## src/shared/dpsc_pkg.sv

```systemverilog
// constants and carrier types for the dual pot serial control block
package dpsc_pkg;
    // ------------------------------------------------------------
    // timing
    // ------------------------------------------------------------
    localparam int CLK_MHZ = 100;
    localparam int NV_WRITE_TIME_US = 5000;
    localparam int NV_WRITE_CYCLES = NV_WRITE_TIME_US * CLK_MHZ;

    // ------------------------------------------------------------
    // instruction byte: opcode [7:4], device address [3:2]
    // ------------------------------------------------------------
    localparam int INSTR_OP_LSB = 4;
    localparam int INSTR_ADDR_LSB = 2;
    localparam logic [3:0] OP_RD_WIPER = 4'h9;
    localparam logic [3:0] OP_WR_WIPER = 4'hA;
    localparam logic [3:0] OP_RD_NV = 4'hB;
    localparam logic [3:0] OP_WR_NV = 4'hC;
    localparam logic [3:0] OP_XFER = 4'hD;
    localparam logic [3:0] OP_INCDEC = 4'h2;

    // ------------------------------------------------------------
    // address byte: pot [7], slot [6:5], copy direction [4]
    // ------------------------------------------------------------
    localparam int AB_POT_BIT = 7;
    localparam int AB_SLOT_LSB = 5;
    localparam int AB_DIR_BIT = 4;

    // ------------------------------------------------------------
    // bit counts and reset values
    // ------------------------------------------------------------
    localparam logic [4:0] LAST_INSTR_BIT = 5'h07;
    localparam logic [4:0] LAST_ADDR_BIT = 5'h0F;
    localparam logic [4:0] LAST_DATA_BIT = 5'h17;
    localparam logic [7:0] NV_RESET_VAL = 8'h80;
    localparam logic [7:0] WIPER_RESET_VAL = 8'h80;
    localparam logic [7:0] WIPER_MAX = 8'hFF;
    localparam logic [7:0] WIPER_MIN = 8'h00;

    // ------------------------------------------------------------
    // types
    // ------------------------------------------------------------
    typedef enum logic [2:0] {
        ST_IDLE,
        ST_INSTR,
        ST_ADDR,
        ST_DATA,
        ST_INCDEC,
        ST_DONE
    } dpsc_state_t;

    typedef struct packed {
        logic cs_n;
        logic sck;
        logic si;
        logic write_protect_n;
        logic pause_n;
        logic select_addr_msb;
        logic select_addr_lsb;
    } dpsc_pins_t;

    typedef struct packed {
        logic [7:0] pot1;
        logic [7:0] pot0;
    } dpsc_wipers_t;
endpackage

```

## src/hw/dpsc_top.sv

```systemverilog
// serial control logic for a dual 256-tap digital potentiometer
`timescale 1ns/1ps
module dpsc_top
    import dpsc_pkg::*;
#(
    parameter int NV_WRITE_CYCLES_P = dpsc_pkg::NV_WRITE_CYCLES
) (
    input wire logic mclk_i,
    input wire logic rst_b_i,
    input wire dpsc_pkg::dpsc_pins_t pins_i,
    output logic so_o,
    output logic so_oe_o,
    output dpsc_pkg::dpsc_wipers_t wipers_o,
    output logic [255:0] tap0_o,
    output logic [255:0] tap1_o,
    output logic nv_busy_o,
    output logic standby_o
);
    import dpsc_pkg::*;

    // ------------------------------------------------------------
    // pin synchronisers and edge detection
    // ------------------------------------------------------------
    dpsc_pins_t sync1;
    dpsc_pins_t s;
    dpsc_pins_t prev;

    always_ff @(posedge mclk_i or negedge rst_b_i) begin
        if (!rst_b_i) begin
            sync1 <= '{cs_n: 1'b1, pause_n: 1'b1, write_protect_n: 1'b1, default: 1'b0};
            s <= '{cs_n: 1'b1, pause_n: 1'b1, write_protect_n: 1'b1, default: 1'b0};
            prev <= '{cs_n: 1'b1, pause_n: 1'b1, write_protect_n: 1'b1, default: 1'b0};
        end else begin
            sync1 <= pins_i;
            s <= sync1;
            prev <= s;
        end
    end

    logic sck_rise;
    logic sck_fall;
    logic cs_fall;
    logic cs_rise;
    logic wp_fall;
    assign sck_rise = s.sck & ~prev.sck;
    assign sck_fall = ~s.sck & prev.sck;
    assign cs_fall = ~s.cs_n & prev.cs_n;
    assign cs_rise = s.cs_n & ~prev.cs_n;
    assign wp_fall = ~s.write_protect_n & prev.write_protect_n;

    // ------------------------------------------------------------
    // pause
    // ------------------------------------------------------------
    logic paused;
    logic active;

    always_ff @(posedge mclk_i or negedge rst_b_i) begin
        if (!rst_b_i) begin
            paused <= 1'b0;
        end else if (s.cs_n) begin
            paused <= 1'b0;
        end else if (!s.sck) begin
            paused <= ~s.pause_n;
        end
    end

    assign active = ~s.cs_n & ~paused;

    // ------------------------------------------------------------
    // command sequencer
    // ------------------------------------------------------------
    dpsc_state_t state;
    logic [4:0] bit_cnt;
    logic [7:0] shreg;
    logic [7:0] instr;
    logic [7:0] abyte;
    logic [7:0] rd_sh;
    logic [7:0] wiper [2];
    logic [7:0] nv [8];
    logic nv_pend;
    logic [2:0] nv_pend_idx;
    logic [7:0] nv_pend_data;
    logic wp_abort;
    logic boot;
    logic so_bit;
    logic [7:0] nb;
    logic [3:0] op;
    logic [2:0] idx;
    logic pot;
    logic addr_ok;
    logic op_ok;
    logic reading;

    assign nb = {shreg[6:0], s.si};
    assign op = instr[INSTR_OP_LSB +: 4];
    assign pot = abyte[AB_POT_BIT];
    assign idx = {abyte[AB_POT_BIT], abyte[AB_SLOT_LSB +: 2]};
    assign addr_ok = nb[INSTR_ADDR_LSB +: 2] == {s.select_addr_msb, s.select_addr_lsb};
    assign op_ok = nb[INSTR_OP_LSB +: 4] inside {OP_RD_WIPER, OP_WR_WIPER, OP_RD_NV,
                                                 OP_WR_NV, OP_XFER, OP_INCDEC};
    assign reading = (state == ST_DATA) & ((op == OP_RD_WIPER) | (op == OP_RD_NV));

    always_ff @(posedge mclk_i or negedge rst_b_i) begin
        if (!rst_b_i) begin
            wp_abort <= 1'b0;
        end else if (wp_fall && !s.cs_n) begin
            wp_abort <= 1'b1;
        end else if (cs_fall) begin
            wp_abort <= 1'b0;
        end
    end

    always_ff @(posedge mclk_i or negedge rst_b_i) begin
        if (!rst_b_i) begin
            state <= ST_IDLE;
            bit_cnt <= 5'h00;
            shreg <= 8'h00;
            instr <= 8'h00;
            abyte <= 8'h00;
            rd_sh <= 8'h00;
            so_bit <= 1'b0;
            wiper[0] <= WIPER_RESET_VAL;
            wiper[1] <= WIPER_RESET_VAL;
            nv_pend <= 1'b0;
            nv_pend_idx <= 3'h0;
            nv_pend_data <= 8'h00;
            boot <= 1'b1;
        end else if (boot) begin
            wiper[0] <= nv[0];
            wiper[1] <= nv[4];
            boot <= 1'b0;
        end else if (cs_fall) begin
            state <= ST_INSTR;
            bit_cnt <= 5'h00;
            nv_pend <= 1'b0;
        end else if (s.cs_n) begin
            state <= ST_IDLE;
            nv_pend <= nv_pend & cs_rise;
        end else begin
            if (active && sck_fall && reading) begin
                so_bit <= rd_sh[7];
                rd_sh <= {rd_sh[6:0], 1'b0};
            end
            if (active && sck_rise) begin
                shreg <= nb;
                bit_cnt <= bit_cnt + 5'h01;
                case (state)
                    ST_INSTR: begin
                        if (bit_cnt == LAST_INSTR_BIT) begin
                            instr <= nb;
                            state <= (addr_ok && op_ok) ? ST_ADDR : ST_DONE;
                        end
                    end
                    ST_ADDR: begin
                        if (bit_cnt == LAST_ADDR_BIT) begin
                            abyte <= nb;
                            state <= ST_DATA;
                            case (op)
                                OP_RD_WIPER: begin
                                    rd_sh <= wiper[nb[AB_POT_BIT]];
                                end
                                OP_RD_NV: begin
                                    rd_sh <= nv[{nb[AB_POT_BIT], nb[AB_SLOT_LSB +: 2]}];
                                end
                                OP_XFER: begin
                                    state <= ST_DONE;
                                    if (nb[AB_DIR_BIT]) begin
                                        nv_pend <= 1'b1;
                                        nv_pend_idx <= {nb[AB_POT_BIT], nb[AB_SLOT_LSB +: 2]};
                                        nv_pend_data <= wiper[nb[AB_POT_BIT]];
                                    end else begin
                                        wiper[nb[AB_POT_BIT]] <=
                                            nv[{nb[AB_POT_BIT], nb[AB_SLOT_LSB +: 2]}];
                                    end
                                end
                                OP_INCDEC: begin
                                    state <= ST_INCDEC;
                                end
                                default: begin
                                end
                            endcase
                        end
                    end
                    ST_DATA: begin
                        if (bit_cnt == LAST_DATA_BIT) begin
                            state <= ST_DONE;
                            if (op == OP_WR_WIPER) begin
                                wiper[pot] <= nb;
                            end
                            if (op == OP_WR_NV) begin
                                nv_pend <= 1'b1;
                                nv_pend_idx <= idx;
                                nv_pend_data <= nb;
                            end
                        end
                    end
                    ST_INCDEC: begin
                        if (s.si && wiper[pot] != WIPER_MAX) begin
                            wiper[pot] <= wiper[pot] + 8'h01;
                        end else if (!s.si && wiper[pot] != WIPER_MIN) begin
                            wiper[pot] <= wiper[pot] - 8'h01;
                        end
                    end
                    default: begin
                    end
                endcase
            end
        end
    end

    // ------------------------------------------------------------
    // non-volatile write engine
    // ------------------------------------------------------------
    logic nv_busy;
    logic [31:0] nv_timer;
    logic [2:0] nv_idx;
    logic [7:0] nv_data;
    logic nv_start;

    assign nv_start = cs_rise & nv_pend & ~wp_abort & s.write_protect_n
                      & ~nv_busy;

    always_ff @(posedge mclk_i or negedge rst_b_i) begin
        if (!rst_b_i) begin
            nv_busy <= 1'b0;
            nv_timer <= 32'h0000_0000;
            nv_idx <= 3'h0;
            nv_data <= 8'h00;
            for (int i = 0; i < 8; i++) begin
                nv[i] <= NV_RESET_VAL;
            end
        end else if (nv_start) begin
            nv_busy <= 1'b1;
            nv_timer <= 32'h0000_0000;
            nv_idx <= nv_pend_idx;
            nv_data <= nv_pend_data;
        end else if (nv_busy) begin
            if (nv_timer == 32'(NV_WRITE_CYCLES_P - 1)) begin
                nv_busy <= 1'b0;
                nv[nv_idx] <= nv_data;
            end else begin
                nv_timer <= nv_timer + 32'h0000_0001;
            end
        end
    end

    // ------------------------------------------------------------
    // outputs
    // ------------------------------------------------------------
    logic [255:0] tap_sel [2];

    always_ff @(posedge mclk_i or negedge rst_b_i) begin
        if (!rst_b_i) begin
            tap_sel <= '{default: 256'h0};
        end else begin
            for (int g = 0; g < 2; g++) begin
                tap_sel[g] <= 256'h1 << wiper[g];
            end
        end
    end

    always_ff @(posedge mclk_i or negedge rst_b_i) begin
        if (!rst_b_i) begin
            wipers_o <= '0;
        end else begin
            wipers_o <= '{pot1: wiper[1], pot0: wiper[0]};
        end
    end

    assign tap0_o = tap_sel[0];
    assign tap1_o = tap_sel[1];

    assign so_o = so_bit;
    assign so_oe_o = active & reading;
    assign nv_busy_o = nv_busy;
    assign standby_o = s.cs_n & ~nv_busy;
endmodule

```

## config.mk

```make
export PLATFORM = sky130hd
export DESIGN_NAME = dpsc_top
export DESIGN_NICKNAME = d
export VERILOG_FILES = /design/src/shared/dpsc_pkg.sv /design/src/hw/dpsc_top.sv
export SDC_FILE = /design/constraint.sdc
export NUM_CORES = 1
export LEC_CHECK = 0
export BUFFER_PORTS_ARGS = -buffer_cell sky130_fd_sc_hd__buf_2
export CAP_MARGIN = 20
export CORE_UTILIZATION = 30
export CTS_CLUSTER_DIAMETER = 120
export DETAILED_ROUTE_END_ITERATION = 8
export GPL_ROUTABILITY_DRIVEN = 0
export GPL_TIMING_DRIVEN = 0
export SLEW_MARGIN = 10
export SYNTH_ARGS = -nofsm -noshare
export SYNTH_HDL_FRONTEND = slang
export SYNTH_SLANG_ARGS = --single-unit
export TNS_END_PERCENT = 100
```

## constraint.sdc

```tcl
create_clock -name mclk_i -period 3.1 [get_ports mclk_i]
set_input_delay 0.62 -clock mclk_i [delete_from_list [all_inputs] [get_ports mclk_i]]
set_output_delay 0.62 -clock mclk_i [all_outputs]
set_load 0.02 [all_outputs]
```

; Word level (Yosys, flattened, before mapping)
; Index checks and enable logic that the tools add are counted.
[word_totals]
regBits = 724
output_inout_bits = 532
wordCells = 250
[classes]
addsub = 4
magnitude_cmp = 7
eq_ne = 44
n_shift = 2
n_mux = 80
n_bitwise = 30
n_reduce_logical = 35
[op_table]
columns = cell, n
row1 = 1-bit by 8-bit << shifter with 256-bit output (first input constant), 2
row2 = 16-bit two-way mux, 11
row3 = 8-bit two-way mux, 20
row4 = 32-bit two-way mux, 3
row5 = 16-bit bitwise mux, 4
row6 = 64-bit bitwise mux, 1
row7 = 16-bit one-hot mux with 3 select lines, 1
row8 = 4-bit equality test (second input constant), 10
row9 = 3-bit two-way mux, 12
row10 = 32-bit by 1-bit adder with 32-bit output (second input constant), 1
row11 = 32-bit by 19-bit equality test with 1-bit output (second input constant), 1
row12 = 8-bit one-hot mux with 2 select lines, 2
row13 = 8-bit binary-select mux with 3-bit select, 1
row14 = 8-bit demux with 3-bit select, 1
row15 = 4-bit != test (second input constant), 5
row16 = 10-bit AND reduction, 2
row17 = 6-bit AND reduction, 3
row18 = 8-bit demux with 1-bit select, 2
row19 = 1-bit two-way mux, 15
row20 = 5-bit two-way mux, 3
row21 = 1-bit AND, 13
row22 = 2-bit by 1-bit != test with 1-bit output (second input constant), 6
row23 = 1-bit inverter, 12
row24 = 3-bit one-hot mux with 2 select lines, 2
row25 = 37 further kinds, 69

; Depth between registers and ports, before layout
[depth]
depth_word = 14
depth_mapped = 12
ltp_nobuf = 9

; Least setup slack after synthesis
; Ideal clock, no wire load.
[synth_timing]
path_type = reg-to-reg
from = reg abyte[7]
to = reg wiper[6] in the netlist's numbering
t_arrival_ps = 2738
required_time_ps = 2971
setup_slack_ps = 233
stages_incl_launch_ff = 13
path_buffers = 3
cell_sequence = dfrtp_1 > buf_4 > buf_4 > mux2i_1 > inv_1 > ha_1 > and4b_1 > o211ai_1 > o311ai_2 > or2_1 > buf_4 > a2111oi_4 > a21oi_1
[synth_via]
elab_chain_cells = 13
elab_cells_between_ends = 29
cone_classes = add/sub (2) / order compare (2) / eq/ne (2) / mux (17) / bitwise (1) / reduce/logical (5)
[synth_rtl]
columns = item, line
row1 = from (decl), dpsc_top.sv:76  ; logic [7:0] abyte;
row2 = from (signal assigned), dpsc_top.sv:156  ; abyte <= nb;
row3 = 1-bit inverter with 2-bit output (implied by the code) *, n/a
row4 = 8-bit two-way mux (implied by the code) (tied with other cells), n/a
row5 = 8-bit two-way mux (implied by the code) / 1-bit logical AND (equally long branches), n/a
row6 = 8-bit two-way mux (on tied branches), n/a
row7 = 8-bit by 1-bit subtractor with 8-bit output / 8-bit demux with 1-bit select (equally long branches), "dpsc_top.sv:201, dpsc_top.sv:188, dpsc_top.sv:199"
row8 = 16-bit bitwise mux (on tied branches), "dpsc_top.sv:201, dpsc_top.sv:188"
row9 = 16-bit two-way mux (on tied branches), "dpsc_top.sv:200, dpsc_top.sv:187"
row10 = 16-bit two-way mux (on tied branches), "dpsc_top.sv:198, dpsc_top.sv:185"
row11 = 16-bit one-hot mux with 3 select lines, dpsc_top.sv:147  ; case (state)
row12 = 16-bit two-way mux, dpsc_top.sv:144  ; if (active && sck_rise) begin
row13 = 16-bit two-way mux, dpsc_top.sv:136  ; end else if (s.cs_n) begin
row14 = 16-bit two-way mux, dpsc_top.sv:132  ; end else if (cs_fall) begin
row15 = 16-bit two-way mux, dpsc_top.sv:128  ; end else if (boot) begin
row16 = "to (signal, indexed assignment)", dpsc_top.sv:172  ; wiper[nb[AB_POT_BIT]] <=
row17 = "to (signal, indexed assignment)", dpsc_top.sv:188  ; wiper[pot] <= nb;
row18 = "to (signal, indexed assignment)", dpsc_top.sv:199  ; wiper[pot] <= wiper[pot] + 8'h01;
row19 = to (decl), dpsc_top.sv:78  ; logic [7:0] wiper [2];
; Mark *: on every way between the ends. The rest lies on a longest branch, timed or not. The select of a mux whose other input is x is not followed.
; A chain may end at the register's enable or synchronous reset.

; Worst setup path after layout
[layout_timing]
from = reg abyte[7]
to = reg wiper[9] in the netlist's numbering
; Same word-level chain as after synthesis.

==> results by group <==
Status
  • Status: finished, final reports clean

Logic synthesis
  • Cell taking the most area after synthesis: dfrtp_1
  • Most used DFF post-synth: dfrtp_1
  • Synth area leaders: dfrtp_1 (67%), nor2_1 (8.6%), mux2_2 (3.8%)
  • Share of async-settable or async-resettable flops after synthesis: 1.000
  • Cells after synthesis: approximately 2200
  • Yosys cell types: 78
  • Cell area after synthesis: 26010 um2
  • Syn nets: ~2200
  • Yosys top cell area share: 0.6696
  • #FFs+latches synth: a little over 700
  • EDFF count, synth: 0
  • Syn. warnings: 0
  • Mean post-synth cell area: roughly 12 um2
  • Sequential-to-total area share from yosys stat: 0.6887

Timing
  • Rel. slew slack: 0.2889
  • Slew @ Worst Pin: approximately 1.1 ns
  • Final hold viol count: 0
  • Total Neg Setup Slack: 0 ns
  • Highest clock rate: 0.3300 GHz
  • Final period utilization: 0.9775
  • Fin crit period: just over 3 ns
  • Max Slew Vio Count: 0
  • Setup-failing EPs final: 0
  • Hold Worst Slack: 0.08934 ns
  • Final Skew: 0.02692 ns

Clock tree
  • Clock latency on the worst-skew pair: approximately 0.65 ns
  • Max clock buf depth: 3
  • Clock-pin slew on the worst setup and hold paths: 0.06 ns
  • CTS H-tree lvls: 3
  • CTS tree: built
  • Clock Sinks: 715
  • CTS root buf: clkbuf_16
  • CTS buffer count: 76

Die
  • IO Count: about 540
  • Core Region: between 80000 and 90000 um2
  • Die height: 296.5 um
  • Initial Util: 0.3041
  • Chip width: 296.5 um
  • Die area: 87890 um2
  • Rows: 107

Final layout
  • Commonest cells after routing, fill and taps aside: dfrtp_1 (696), nor2_1 (596), buf_2 (550), nand2_1 (178), clkbuf_1 (130)
  • Commonest non-fill, non-tap cell in the layout: dfrtp_1
  • Register area: roughly 18000 um2
  • Fillers: 8307
  • Area delta synth->final: 27.68%
  • Share of cells above drive strength 1: 0.2947
  • Nets: between 2000 and 3000
  • N_diodes: 0
  • Area of the multi-input gates: 7610 um2

GRT
  • Initial antenna violation count: 0
  • GRT Util Overall: 0.1874
  • Vias in the first global route: about 18000
  • Pin count of the biggest net entering global routing: 114
  • First-pass GRT wire length: 122.2 mm
  • GRT overflow: 0

Route
  • DR pass1 iterations: 8
  • Routed len/inst: 20.97 um
  • Via density per instance: ~4.7
  • DRC violations left: 0
  • Routed Antenna Nets: 0
  • DRT iter0 DRCs: around 1500
  • Vias after detailed routing: 19158
  • WL final: 84.82 mm

Power
  • Leakage: ~17 nW
  • Peak supply drop: 0.3709 mV
  • Total power draw: between 15 and 20 mW
  • Pwr dens: 589.2 nW/um2

Worst setup path
  • Cell count along the critical path: 13
  • Critical path's slowest cell: o311a_1
  • Cell family with most CP delay: compound AO/OA/AOI/OAI gates
  • CP Class: reg -> reg
  • CP cell instances: buf_6 -> buf_8 -> mux2i_4 -> inv_1 -> ha_4 -> and4b_1 -> o211ai_1 -> buf_4 -> o311a_1 -> nand2_1 -> buf_4 -> a211oi_1 -> o31ai_1
  • Crit Path Max Fanout: 10
  • Cell mode on critical path: buf_4
  • CP Launch Type: flip-flop
  • Reg2reg path depth: 13
  • Slowest stage delay, CP: 0.41 ns
  • Worst Path Required: 3.60 ns
  • WP buf/inv: 5
  • Arr. time, crit path: roughly 3.5 ns
  • Worst Setup End Kind: flip-flop

Place
  • Buffers on Ports: 540
  • Detail Placement HPWL: 62.51 mm

Job
  • Max-cap check violation count: 0

Worst hold path
  • Hold path cells: 1
  • Hold Path Class: in -> reg
## path summary, 6_finish.rpt
path	startpoint	end	slack (ns)
worst max-delay path	abyte[7]	wiper[9]	0.07
worst min-delay path	pins_i[6]	sync1[6]	0.09
worst max register to register	abyte[7]	wiper[9]	0.07
worst min register to register	sync1[5]	s[5]	0.35
max in group asynchronous	rst_b_i	tap1_o[197]	0.50
min in group asynchronous	rst_b_i	tap0_o[242]	0.58
## through the flow
step	cell area (um2)	setup WS (ns)	utilization	instances
2_1_floorplan	26010	0.2333	-	2199
5_1_grt	33210	-0.01184	0.3882	4045
3_5_place_dp	30320	-0.5775	0.3544	3889
3_3_place_gp	30150	-13.55	0.3524	3883
4_1_cts	33050	0.005129	0.3864	4036
6_report	33210	0.06970	0.3882	4045
## synth_stat cells (all sizes together) (16+ instances only)
| cell | number |
|---|---|
| nor3 | 36 |
| dfrtp | 696 |
| nand3 | 38 |
| nand2 | 178 |
| xnor2 | 28 |
| mux2 | 88 |
| clkbuf | 117 |
| buf | 16 |
| o21ai | 34 |
| mux4 | 17 |
| nor4 | 19 |
| a21oi | 40 |
| dfstp | 19 |
| mux2i | 26 |
| nor2b | 19 |
| inv | 25 |
| nor2 | 597 |
## logic make-up after synthesis
| kind of cell | share of synthesized area |
|---|---|
| AOI/OAI and AO/OA | 0.04757 |
| DFF | 0.6887 |
| and+or+nand+nor | 0.1647 |
| other | 0.0001442 |
| muxes | 0.06282 |
| adders and majority gates | 0.002405 |
| xor gates and xnor gates | 0.009765 |
| buffers and inverters | 0.02386 |
## routing by layer
layer | wire length, um | GRT usage
met5 | 0 | 0
met4 | 3394 | 0.08097
met3 | 5701 | 0.03534
met2 | 41920 | 0.3110
met1 | 33810 | 0.2382
## sequential cells by signal (all words and copies together), names as in the netlist, 6 cells and up
signal,cells
shreg,7
nv_pend_data,8
sync1,7
wiper,16
tap1_o,256
nv,64
rd_sh,8
nv_timer,32
s,6
nv_data,8
tap0_o,256
wipers_o,16
## power by group
| part | switching (mW) | internal, mW |
|---|---|---|
| clock network | 3.90 | 5.49 |
| logic | 0.557 | 0.153 |
| registers | 0.0645 | 9.40 |
## final cells by class
| class | count | area share |
|---|---|---|
| Buffer | 133 | 0.01658 |
| Clock buffer | 106 | 0.06461 |
| Clock inverter | 34 | 0.01337 |
| Inverter | 25 | 0.002825 |
| Multi-Input combinational cell | 1326 | 0.2291 |
| Sequential cell | 715 | 0.5394 |
| Tap cell | 1144 | 0.04310 |
| Timing Repair Buffer | 562 | 0.09094 |
## what timing repair did
item,in CTS,in global routing
pin swaps,2,7
hold endpoints to repair,6,0
buffers inserted,6,7
endpoints found under the setup margin,21,71
resized for setup,21,19
hold buffers,1,0
No activity file was read; power rests on OpenSTA's default activity.
